<file path="src/vshi_pkg.sv">
// constants shared by the voice store host interface
package vshi_pkg;
   localparam int CLK_HZ = 100_000_000;
   localparam int INT_SAMPLE_HZ = 6400;
   localparam int INT_DIV_CYCLES = CLK_HZ / INT_SAMPLE_HZ;
   localparam int EXT_TIMEOUT_US = 1000;
   localparam int EXT_TIMEOUT_CYCLES = (CLK_HZ / 1_000_000) * EXT_TIMEOUT_US;
   localparam int SPI_BITS = 8;
   localparam int SYNC_W = 5;
   localparam int SYNC_CS = 0;
   localparam int SYNC_SCLK = 1;
   localparam int SYNC_DIN = 2;
   localparam int SYNC_EXT = 3;
   localparam int SYNC_RST = 4;
   localparam logic [4:0] SYNC_RST_VAL = 5'h11;
   localparam logic WARN_RST = 1'b1;
   localparam logic BUSY_RST = 1'b1;
   localparam logic SQL_RST = 1'b1;
   localparam logic IRQ_RST = 1'b1;
   typedef enum logic [0:0] {
      OP_IDLE = 1'b0,
      OP_RUN = 1'b1
   } vshi_op_e;
endpackage : vshi_pkg

</file>
<file path="src/vshi_sync.sv">
// two flip-flop synchroniser for pin inputs
`timescale 1ns/100ps
module vshi_sync #(
   parameter int W = 1,
   parameter logic [W-1:0] RST_VAL = '0
)(
   // clock and reset
   input wire logic mclk,
   input wire logic rst_b,
   // data
   input wire logic [W-1:0] d,
   output logic [W-1:0] q
);
   logic [W-1:0] meta_reg;

   always_ff @(posedge mclk) begin
      if (!rst_b) begin
         meta_reg <= RST_VAL;
         q <= RST_VAL;
      end else begin
         meta_reg <= d;
         q <= meta_reg;
      end
   end
endmodule : vshi_sync

</file>
<file path="src/vshi_top.sv">
// host pin interface of the voice store device
`timescale 1ns/100ps
module vshi_top import vshi_pkg::*; #(
   parameter int INT_DIV = INT_DIV_CYCLES,
   parameter int EXT_TIMEOUT = EXT_TIMEOUT_CYCLES,
   parameter int SEG_W = 16
)(
   // system
   input wire logic mclk,
   input wire logic rst_b,
   // host spi pins
   input wire logic spi_cs_n,
   input wire logic spi_sclk,
   input wire logic serial_data_in,
   output logic spi_dout,
   output logic spi_dout_oe,
   // device pins
   input wire logic reset_pin_n,
   input wire logic external_sample_clock,
   output logic segment_end_warning_n,
   output logic irq_n_out,
   output logic irq_n_oe,
   output logic busy_n,
   output logic squelch_active_n,
   // core side spi data
   input wire logic [SPI_BITS-1:0] tx_byte,
   output logic [SPI_BITS-1:0] cmd_byte,
   output logic cmd_valid,
   // core side operation
   input wire logic op_start,
   input wire logic op_stop,
   input wire logic [SEG_W-1:0] segment_length,
   input wire logic end_of_message,
   input wire logic overflow,
   input wire logic irq_clear,
   input wire logic squelch_engaged,
   // sample clock and segment index
   output logic sample_tick,
   output logic sample_src_ext,
   output logic [SEG_W-1:0] segment_index
);
   localparam int DIV_W = $clog2(INT_DIV + 1);
   localparam int TMO_W = $clog2(EXT_TIMEOUT + 1);
   localparam logic [DIV_W-1:0] DIV_LAST = DIV_W'(INT_DIV - 1);
   localparam logic [TMO_W-1:0] TMO_LAST = TMO_W'(EXT_TIMEOUT - 1);
   localparam logic [2:0] BIT_LAST = 3'(SPI_BITS - 1);

   logic [SYNC_W-1:0] pins_raw, pins_sync;
   logic s_cs_n, s_sclk, s_din, s_ext, s_rst_n;
   logic sclk_d_reg, ext_d_reg, sclk_rise, sclk_fall, ext_rise, dev_clr;
   logic [2:0] bit_cnt_reg;
   logic [SPI_BITS-1:0] rx_sh_reg, tx_sh_reg;
   logic rx_done_reg;
   logic [SPI_BITS-1:0] rx_byte_reg;
   logic [DIV_W-1:0] div_cnt_reg;
   logic [TMO_W-1:0] tmo_cnt_reg;
   logic ext_present_reg;
   vshi_op_e op_reg;
   logic [SEG_W-1:0] seg_cnt_reg, seg_cnt_next;
   logic pend_reg, can_issue, irq_pend_reg;
   logic [SPI_BITS-1:0] pend_byte_reg;

   assign pins_raw = {reset_pin_n, external_sample_clock, serial_data_in, spi_sclk, spi_cs_n};

   vshi_sync #(
      .W(SYNC_W),
      .RST_VAL(SYNC_RST_VAL)
   ) u_sync (
      .mclk(mclk),
      .rst_b(rst_b),
      .d(pins_raw),
      .q(pins_sync)
   );

   assign s_cs_n = pins_sync[SYNC_CS];
   assign s_sclk = pins_sync[SYNC_SCLK];
   assign s_din = pins_sync[SYNC_DIN];
   assign s_ext = pins_sync[SYNC_EXT];
   assign s_rst_n = pins_sync[SYNC_RST];
   assign dev_clr = !rst_b || !s_rst_n;
   assign sclk_rise = s_sclk && !sclk_d_reg;
   assign sclk_fall = !s_sclk && sclk_d_reg;
   assign ext_rise = s_ext && !ext_d_reg;
   assign seg_cnt_next = seg_cnt_reg + SEG_W'(1);
   assign can_issue = (op_reg == OP_IDLE) || !segment_end_warning_n;

   // edge detect history
   always_ff @(posedge mclk) begin
      if (!rst_b) begin
         sclk_d_reg <= 1'b0;
         ext_d_reg <= 1'b0;
      end else begin
         sclk_d_reg <= s_sclk;
         ext_d_reg <= s_ext;
      end
   end

   // spi receive shifter
   always_ff @(posedge mclk) begin
      rx_done_reg <= 1'b0;
      if (dev_clr) begin
         bit_cnt_reg <= 3'h0;
         rx_sh_reg <= '0;
         rx_byte_reg <= '0;
      end else if (s_cs_n) begin
         bit_cnt_reg <= 3'h0;
      end else if (sclk_rise) begin
         rx_sh_reg <= {rx_sh_reg[SPI_BITS-2:0], s_din};
         bit_cnt_reg <= bit_cnt_reg + 3'h1;
         if (bit_cnt_reg == BIT_LAST) begin
            rx_byte_reg <= {rx_sh_reg[SPI_BITS-2:0], s_din};
            rx_done_reg <= 1'b1;
         end
      end
   end

   // spi transmit shifter
   always_ff @(posedge mclk) begin
      if (dev_clr) begin
         tx_sh_reg <= '0;
         spi_dout <= 1'b0;
         spi_dout_oe <= 1'b0;
      end else begin
         spi_dout_oe <= !s_cs_n;
         if (s_cs_n) begin
            tx_sh_reg <= tx_byte;
            spi_dout <= tx_byte[SPI_BITS-1];
         end else if (sclk_fall) begin
            if (bit_cnt_reg == 3'h0) begin
               tx_sh_reg <= tx_byte;
               spi_dout <= tx_byte[SPI_BITS-1];
            end else begin
               tx_sh_reg <= {tx_sh_reg[SPI_BITS-2:0], 1'b0};
               spi_dout <= tx_sh_reg[SPI_BITS-2];
            end
         end
      end
   end

   // command hand-off and queue
   always_ff @(posedge mclk) begin
      cmd_valid <= 1'b0;
      if (dev_clr) begin
         pend_reg <= 1'b0;
         pend_byte_reg <= '0;
         cmd_byte <= '0;
      end else if (pend_reg && can_issue) begin
         cmd_byte <= pend_byte_reg;
         cmd_valid <= 1'b1;
         pend_reg <= rx_done_reg;
         if (rx_done_reg) begin
            pend_byte_reg <= rx_byte_reg;
         end
      end else if (rx_done_reg) begin
         if (can_issue && !pend_reg) begin
            cmd_byte <= rx_byte_reg;
            cmd_valid <= 1'b1;
         end else begin
            pend_reg <= 1'b1;
            pend_byte_reg <= rx_byte_reg;
         end
      end
   end

   // internal oscillator divider
   always_ff @(posedge mclk) begin
      if (dev_clr) begin
         div_cnt_reg <= '0;
      end else if (div_cnt_reg == DIV_LAST) begin
         div_cnt_reg <= '0;
      end else begin
         div_cnt_reg <= div_cnt_reg + DIV_W'(1);
      end
   end

   // external clock presence detect
   always_ff @(posedge mclk) begin
      if (dev_clr) begin
         tmo_cnt_reg <= '0;
         ext_present_reg <= 1'b0;
      end else if (ext_rise) begin
         tmo_cnt_reg <= '0;
         ext_present_reg <= 1'b1;
      end else if (tmo_cnt_reg == TMO_LAST) begin
         ext_present_reg <= 1'b0;
      end else begin
         tmo_cnt_reg <= tmo_cnt_reg + TMO_W'(1);
      end
   end

   // sample tick source mux
   always_ff @(posedge mclk) begin
      if (dev_clr) begin
         sample_tick <= 1'b0;
         sample_src_ext <= 1'b0;
      end else begin
         sample_tick <= ext_present_reg ? ext_rise : (div_cnt_reg == DIV_LAST);
         sample_src_ext <= ext_present_reg;
      end
   end

   // operation and segment tracking
   always_ff @(posedge mclk) begin
      if (dev_clr) begin
         op_reg <= OP_IDLE;
         seg_cnt_reg <= '0;
         segment_index <= '0;
         segment_end_warning_n <= WARN_RST;
      end else begin
         case (op_reg)
            OP_IDLE: begin
               if (op_start) begin
                  op_reg <= OP_RUN;
                  seg_cnt_reg <= '0;
                  segment_end_warning_n <= 1'b1;
               end
            end
            OP_RUN: begin
               if (op_stop) begin
                  op_reg <= OP_IDLE;
                  segment_end_warning_n <= 1'b1;
               end else if (sample_tick) begin
                  if (seg_cnt_next >= segment_length) begin
                     seg_cnt_reg <= '0;
                     segment_index <= segment_index + SEG_W'(1);
                     segment_end_warning_n <= 1'b1;
                  end else begin
                     seg_cnt_reg <= seg_cnt_next;
                     if (seg_cnt_next == (segment_length >> 1)) begin
                        segment_end_warning_n <= 1'b0;
                     end
                  end
               end
            end
            default: begin
               op_reg <= OP_IDLE;
            end
         endcase
      end
   end

   // busy and squelch outputs
   always_ff @(posedge mclk) begin
      if (dev_clr) begin
         busy_n <= BUSY_RST;
         squelch_active_n <= SQL_RST;
      end else begin
         busy_n <= (op_reg != OP_RUN);
         squelch_active_n <= !squelch_engaged;
      end
   end

   // open-drain interrupt
   always_ff @(posedge mclk) begin
      if (dev_clr) begin
         irq_pend_reg <= 1'b0;
         irq_n_out <= IRQ_RST;
         irq_n_oe <= 1'b0;
      end else begin
         if (end_of_message || overflow) begin
            irq_pend_reg <= 1'b1;
         end else if (irq_clear) begin
            irq_pend_reg <= 1'b0;
         end
         irq_n_out <= !irq_pend_reg;
         irq_n_oe <= irq_pend_reg;
      end
   end
endmodule : vshi_top

</file>
<file path="config.mk">
export PLATFORM = sky130hd
export DESIGN_NAME = vshi_top
export DESIGN_NICKNAME = d
export VERILOG_FILES = /design/src/vshi_pkg.sv /design/src/vshi_sync.sv /design/src/vshi_top.sv
export SDC_FILE = /design/constraint.sdc
export NUM_CORES = 1
export LEC_CHECK = 0
export BUFFER_PORTS_ARGS = -buffer_cell sky130_fd_sc_hd__buf_4
export CAP_MARGIN = 30
export CORE_MARGIN = 5
export CORE_UTILIZATION = 53
export DETAILED_ROUTE_END_ITERATION = 10
export HOLD_SLACK_MARGIN = 0.08
export PLACE_DENSITY = 0.79
export SYNTH_ARGS = -nofsm -noshare
export SYNTH_HDL_FRONTEND = slang
export SYNTH_SLANG_ARGS = --single-unit
</file>
<file path="constraint.sdc">
create_clock -name mclk -period 3.2 [get_ports mclk]
set_input_delay 0.16 -clock mclk [delete_from_list [all_inputs] [get_ports mclk]]
set_output_delay 0.16 -clock mclk [all_outputs]
set_load 0.005 [all_outputs]
</file>
# --- Word level (Yosys, flattened, before mapping) ---
# Cells that the tools add are included.
word_totals:
  reg_bits: 131
  in_bits: 37
  out_inout_bits: 34
  word_cells: 124
classes:
  addsub: 5
  n_lt_le_gt_ge: 1
  eq_ne: 10
  muxes: 39
  bitwise_logic: 4
  reduce_logical: 36
ops:
  columns: ["operator", "count"]
  rows:
  - ["two-way mux 16 bit", 4]
  - ["two-way mux 8 bit", 7]
  - ["adder 16 x 1 -> 16 bit, second input constant", 2]
  - ["case mux 16 bit (2 select lines)", 1]
  - ["two-way mux 1 bit", 22]
  - ["two-way mux 7 bit", 3]
  - ["adder 17 x 1 -> 17 bit, second input constant", 1]
  - ["equality test 17 bit, second input constant", 1]
  - ["equality test 16 x 15 -> 1 bit", 1]
  - ["greater-or-equal comparator 16 bit", 1]
  - ["adder 14 x 1 -> 14 bit, second input constant", 1]
  - ["equality test 14 bit, second input constant", 1]
  - ["zero test 1 bit", 10]
  - ["nonzero test 2 bit", 5]
  - ["AND reduction 3 bit", 3]
  - ["inequality test 2 bit, second input constant", 4]
  - ["AND reduction 2 bit", 4]
  - ["OR reduction 2 bit", 3]
  - ["logical AND 1 bit", 5]
  - ["inequality test 4 x 2 -> 1 bit, second input constant", 1]
  - ["NOT 1 bit", 4]
  - ["case mux 1 bit (2 select lines)", 2]
  - ["AND reduction 4 bit", 1]
  - ["adder 3 x 1 -> 3 bit, second input constant", 1]
  - ["other kinds (5)", 7]

# --- Logic depth before layout (Yosys ltp) ---
depth:
  depth_word: 7
  mapped_depth: 16
  mapped_depth_nobuf: 13

# --- Modules after synthesis ---
# Synthesis repeated with hierarchy kept, for this count alone.
unflattened:
  cells_unflattened: 735
  area_unflattened_um2: 6324.8
by_module_without_submodules:
  columns: ["module", "instances", "cells_each", "area_each_um2", "seq_area_each_um2"]
  rows:
  - ["vshi_top", 1, 715, 6062.1, 2422.3]
  - ["vshi_sync", 1, 20, 262.8, 200.2]

# --- Least setup slack after synthesis ---
# Ideal clock, no wire load.
synth_path:
  path_kind: "reg2reg"
  startpoint: "register seg_cnt_reg[1]"
  endpoint: "register seg_cnt_reg[7]"
  arrival_time_ns: 3.178
  t_required_ns: 3.109
  path_slack_ns: -0.069
  stages_incl_launch_ff: 16
  path_buffers: 2
  period_less_slack_ns: 3.269
  cell_sequence: "dfxtp_1 ha_1 nand4_1 nor4_4 and3_2 xor2_1 ha_1 o21ai_0 nor2_1 a2111o_1 a21oi_1 and3_1 buf_2 buf_2 nand2_1 a311oi_1"
synth_via:
  elab_chain_cells: 6
synth_rtl:
  columns: ["element", "line_no", "text"]
  rows:
  - ["start: declaration", "vshi_top.sv:59", "logic [SEG_W-1:0] seg_cnt_reg, seg_cnt_next;"]
  - ["start signal: assignment", "vshi_top.sv:228", "seg_cnt_reg <= seg_cnt_next;"]
  - ["adder 16 x 1 -> 16 bit *", "vshi_top.sv:84", "assign seg_cnt_next = seg_cnt_reg + SEG_W'(1);"]
  - ["greater-or-equal comparator 16 bit", "vshi_top.sv:223", "if (seg_cnt_next >= segment_length) begin"]
  - ["two-way mux 16 bit *", "vshi_top.sv:223", null]
  - ["two-way mux 16 bit *", "vshi_top.sv:222", "end else if (sample_tick) begin"]
  - ["two-way mux 16 bit *", "vshi_top.sv:219", "if (op_stop) begin"]
  - ["case mux 16 bit (2 select lines) *", "vshi_top.sv:210", "case (op_reg)"]
# Every way passes the cells marked *; elsewhere a longest branch is shown, timed or not. The select of a mux whose other input is x is not followed.
# A chain may end at the register's enable or synchronous reset.

# --- Worst setup path in the final report ---
layout_path:
  startpoint: "register seg_cnt_reg[10]"
  endpoint: "register seg_cnt_reg[14]"
# The elaborated chain is that of the path after synthesis.

==> metrics.yaml <==
run_status:
  status: "finished with violations"
  violations: "setup timing"
logic_synthesis:
  synth_top_cell_by_area: "dfxtp_1"
  synthTopCellsByArea: "dfxtp_1, nor2_1, xnor2_1, ha_1, mux2i_1"
  yosys_warnings: 0
  ys_ff_latch: 131
  synthDistinctLibCells: 54
  syn_area_sq_um: 6267
  ys.flop_type: "dfxtp_1"
  syn-num-nets: 793
  synthTopCellsByCount: "dfxtp_1, nor2_1, nand2_1"
  yosysMostFrequentCell: "dfxtp_1"
  synth_top_area_share_pct: 41.84
  syn_inst: 732
  seq_area_frac_synth_pct: 41.84
  synthArstFlopShare_pct: 0
  synth_edf_count: 0
  syn_area_per_cell_sq_um: 8.562
timing:
  slew_violations: 0
  hold_viol: 0
  fmax_mhz: 309.6
  worstMarginPinSlew_ns: 0.9474
  fin_skew_ns: 0.007728
  setup_slack_ns: -0.02959
  fin_crit_ns: 3.230
  finalSetupViolations: 5
  rsz0062_at_grt: "yes"
  period_share_pct: 100.9
  tns_ns: -0.1084
  max-slew-margin-rel_pct: 36.84
cells_and_area:
  post_layout_nonfiller_instances: 1007
  fin_util_pct: 71.75
  area_growth_pct: 31.84
  largest_reg_flops: 17
  layout-drive-gt1-share_pct: 23.87
  final_nets: 911
critical_path:
  crit_path_end_kind: "flop"
  rr_startpoint: "seg_cnt_reg[10]"
  cp_top_family: "compound AO/OA/AOI/OAI gates"
  cp-endpoint: "seg_cnt_reg[14]"
  worstPathRequired_ns: 3.56
  critPathKind: "reg2reg"
  reg2regPathDepth: 14
  critical_path.slowest_cell: "dfxtp_1"
  path_max_fanout: 7
  crit_top_cell: "buf_6"
  cp-start-kind: "flop"
  arrival_ns: 3.59
  cp-startpoint: "seg_cnt_reg[10]"
  r2r_end: "seg_cnt_reg[14]"
  crit_cells: 14
  r2r_setup_slack_ns: -0.03
  path_buf_inv: 3
  crit_path_max_incr_delay_ns: 0.45
  path_cells: "nand4_4 > nor4_2 > buf_4 > xor2_1 > ha_1 > a211oi_1 > nor2_1 > a2111o_1 > a21oi_2 > buf_6 > and3_4 > buf_6 > and3_1 > o221a_2"
hold_path:
  hold_start: "tx_byte[3]"
  hp-class: "in2reg"
route:
  drtIter0Drc: 414
  via_per_inst: 5.578
  antenna_left: 0
  routedWlPerCell_um: 15.96
  dr.pass1.iters: 7
  wl_mm: 16.07
  post-route-drc-count: 0
  vias: 5617
job:
  cap_violations: 0
global_route:
  grtUsageTotal_pct: 21.81
  grt_pass1_vias: 5500
  grt-ovfl-total: 0
  grt_max_degree: 40
  antenna_found_initial: 1
  grt_pass1_wl_mm: 25.55
clock_network:
  cts_sinks: 131
  cts_buffer_depth: 2
  root_buffer: "clkbuf_16"
  h-tree-depth: 4
  clk_latency_ns: 0.42
  cts_buffers: 17
  tritoncts: "yes"
  clk_pin_slew_ns: 0.06
pwr:
  vdd_drop_max_v: 0.0003266
  power_density_nw_per_um2: 458.6
  leakage_uw: 0.003502
die:
  die_h_um: 118.7
  row_count: 39
  initial_core_util_pct: 54.42
  die_w_um: 118.7
  dieArea_sq_um: 14100
  core_area_sq_um: 11520
  io_pins: 71
placement:
  post-place-ws_ns: -0.1938
  portBuffers: 70
  dp_hpwl_mm: 11.03
  globalplace.congestion: 0.9284
  dp_cells: 954
-- final cells by class --
class,count,area [sq um]
inverter,34,127.6
clock buffer,17,425.4
multi-input combinational,530,3618
fill,770,3253
sequential,131,2638
tap,143,178.9
antenna,1,2.502
timing repair buffer,136,1115
clock inverter,15,157.7
-- power by group --
group | leakage [uW] | switching [uW] | total (uW) | internal, uW
logic | 0.00215 | 118 | 226 | 108
clock network | 0.000288 | 737 | 1890 | 1150
registers | 0.00107 | 18.1 | 1670 | 1660
-- through the flow --
step / hold WS (ns) / area (sq um) / total power [uW]
after detailed placement: 0.3255 / 7153 / 1906
after CTS: 0.08297 / 7929 / 3793
after floorplan: 0.2219 / 6282 / 1818
final: 0.09238 / 8263 / 3790
after global routing: 0.1030 / 8263 / 3917
after global placement: 0.3228 / 7133 / 1893
-- placed cells by master (no fill, tap or decap), types with 12 or more instances in the layout --
cell             n
dfxtp_1        123
nor2_1         111
buf_4          111
nand2_1         58
xnor2_1         44
a21oi_1         36
inv_1           34
nand3_1         27
mux2i_1         26
o21ai_0         25
xor2_1          24
ha_1            23
nand4_1         17
clkbuf_16       17
dlygate4sd3_1   14
nor3_1          13
and2_1          12
-- kinds of logic after synthesis --
group / count (synthesis) / share of synthesized area, %
and+or+nand+nor: 303 / 23.46
muxes: 27 / 4.312
adders and majority gates: 24 / 4.791
AOI/OAI and AO/OA: 106 / 10.56
buffers and inverters: 71 / 5.131
xor gates and xnor gates: 70 / 9.902
DFF: 131 / 41.84
-- routing by layer --
layer | global-route usage, % | part of all wire (%) | up-vias
met5 | 0 | 0 | -
met4 | 8.545 | 2.4 | 0
met3 | 6.495 | 5.0 | 39
met2 | 38.12 | 52 | 146
met1 | 25.01 | 41 | 2675
li1 | - | - | 2757
-- worst register-to-register path, stage by stage, from the launching register on --
cell,delay [ns]
dfxtp_1,0.45
nand4_4,0.17
nor4_2,0.26
buf_4,0.19
xor2_1,0.15
ha_1,0.27
a211oi_1,0.21
nor2_1,0.07
a2111o_1,0.40
a21oi_2,0.17
buf_6,0.15
and3_4,0.22
buf_6,0.14
and3_1,0.16
o221a_2,0.18
-- worst min-delay path by stage --
stage               slack [ns]  cells past startpoint                to
floorplan                 0.22                      1  squelch_active_n
global placement          0.32                      2  squelch_active_n
detailed placement        0.33                      2  squelch_active_n
CTS                       0.08                      3            op_reg
global route              0.10                      3      tx_sh_reg[3]
finish                    0.09                      3      tx_sh_reg[3]
-- timing repair --
| action | CTS | global route |
|---|---|---|
| hold endpoints to repair | 14 | 0 |
| resized for setup | 12 | 57 |
| pin swaps | 0 | 16 |
| setup buffers | 0 | 6 |
| endpoints found under the setup margin | 24 | 32 |
| hold buffers | 14 | 0 |
| cloned | 0 | 0 |
Power figures use the tool's default switching activity.
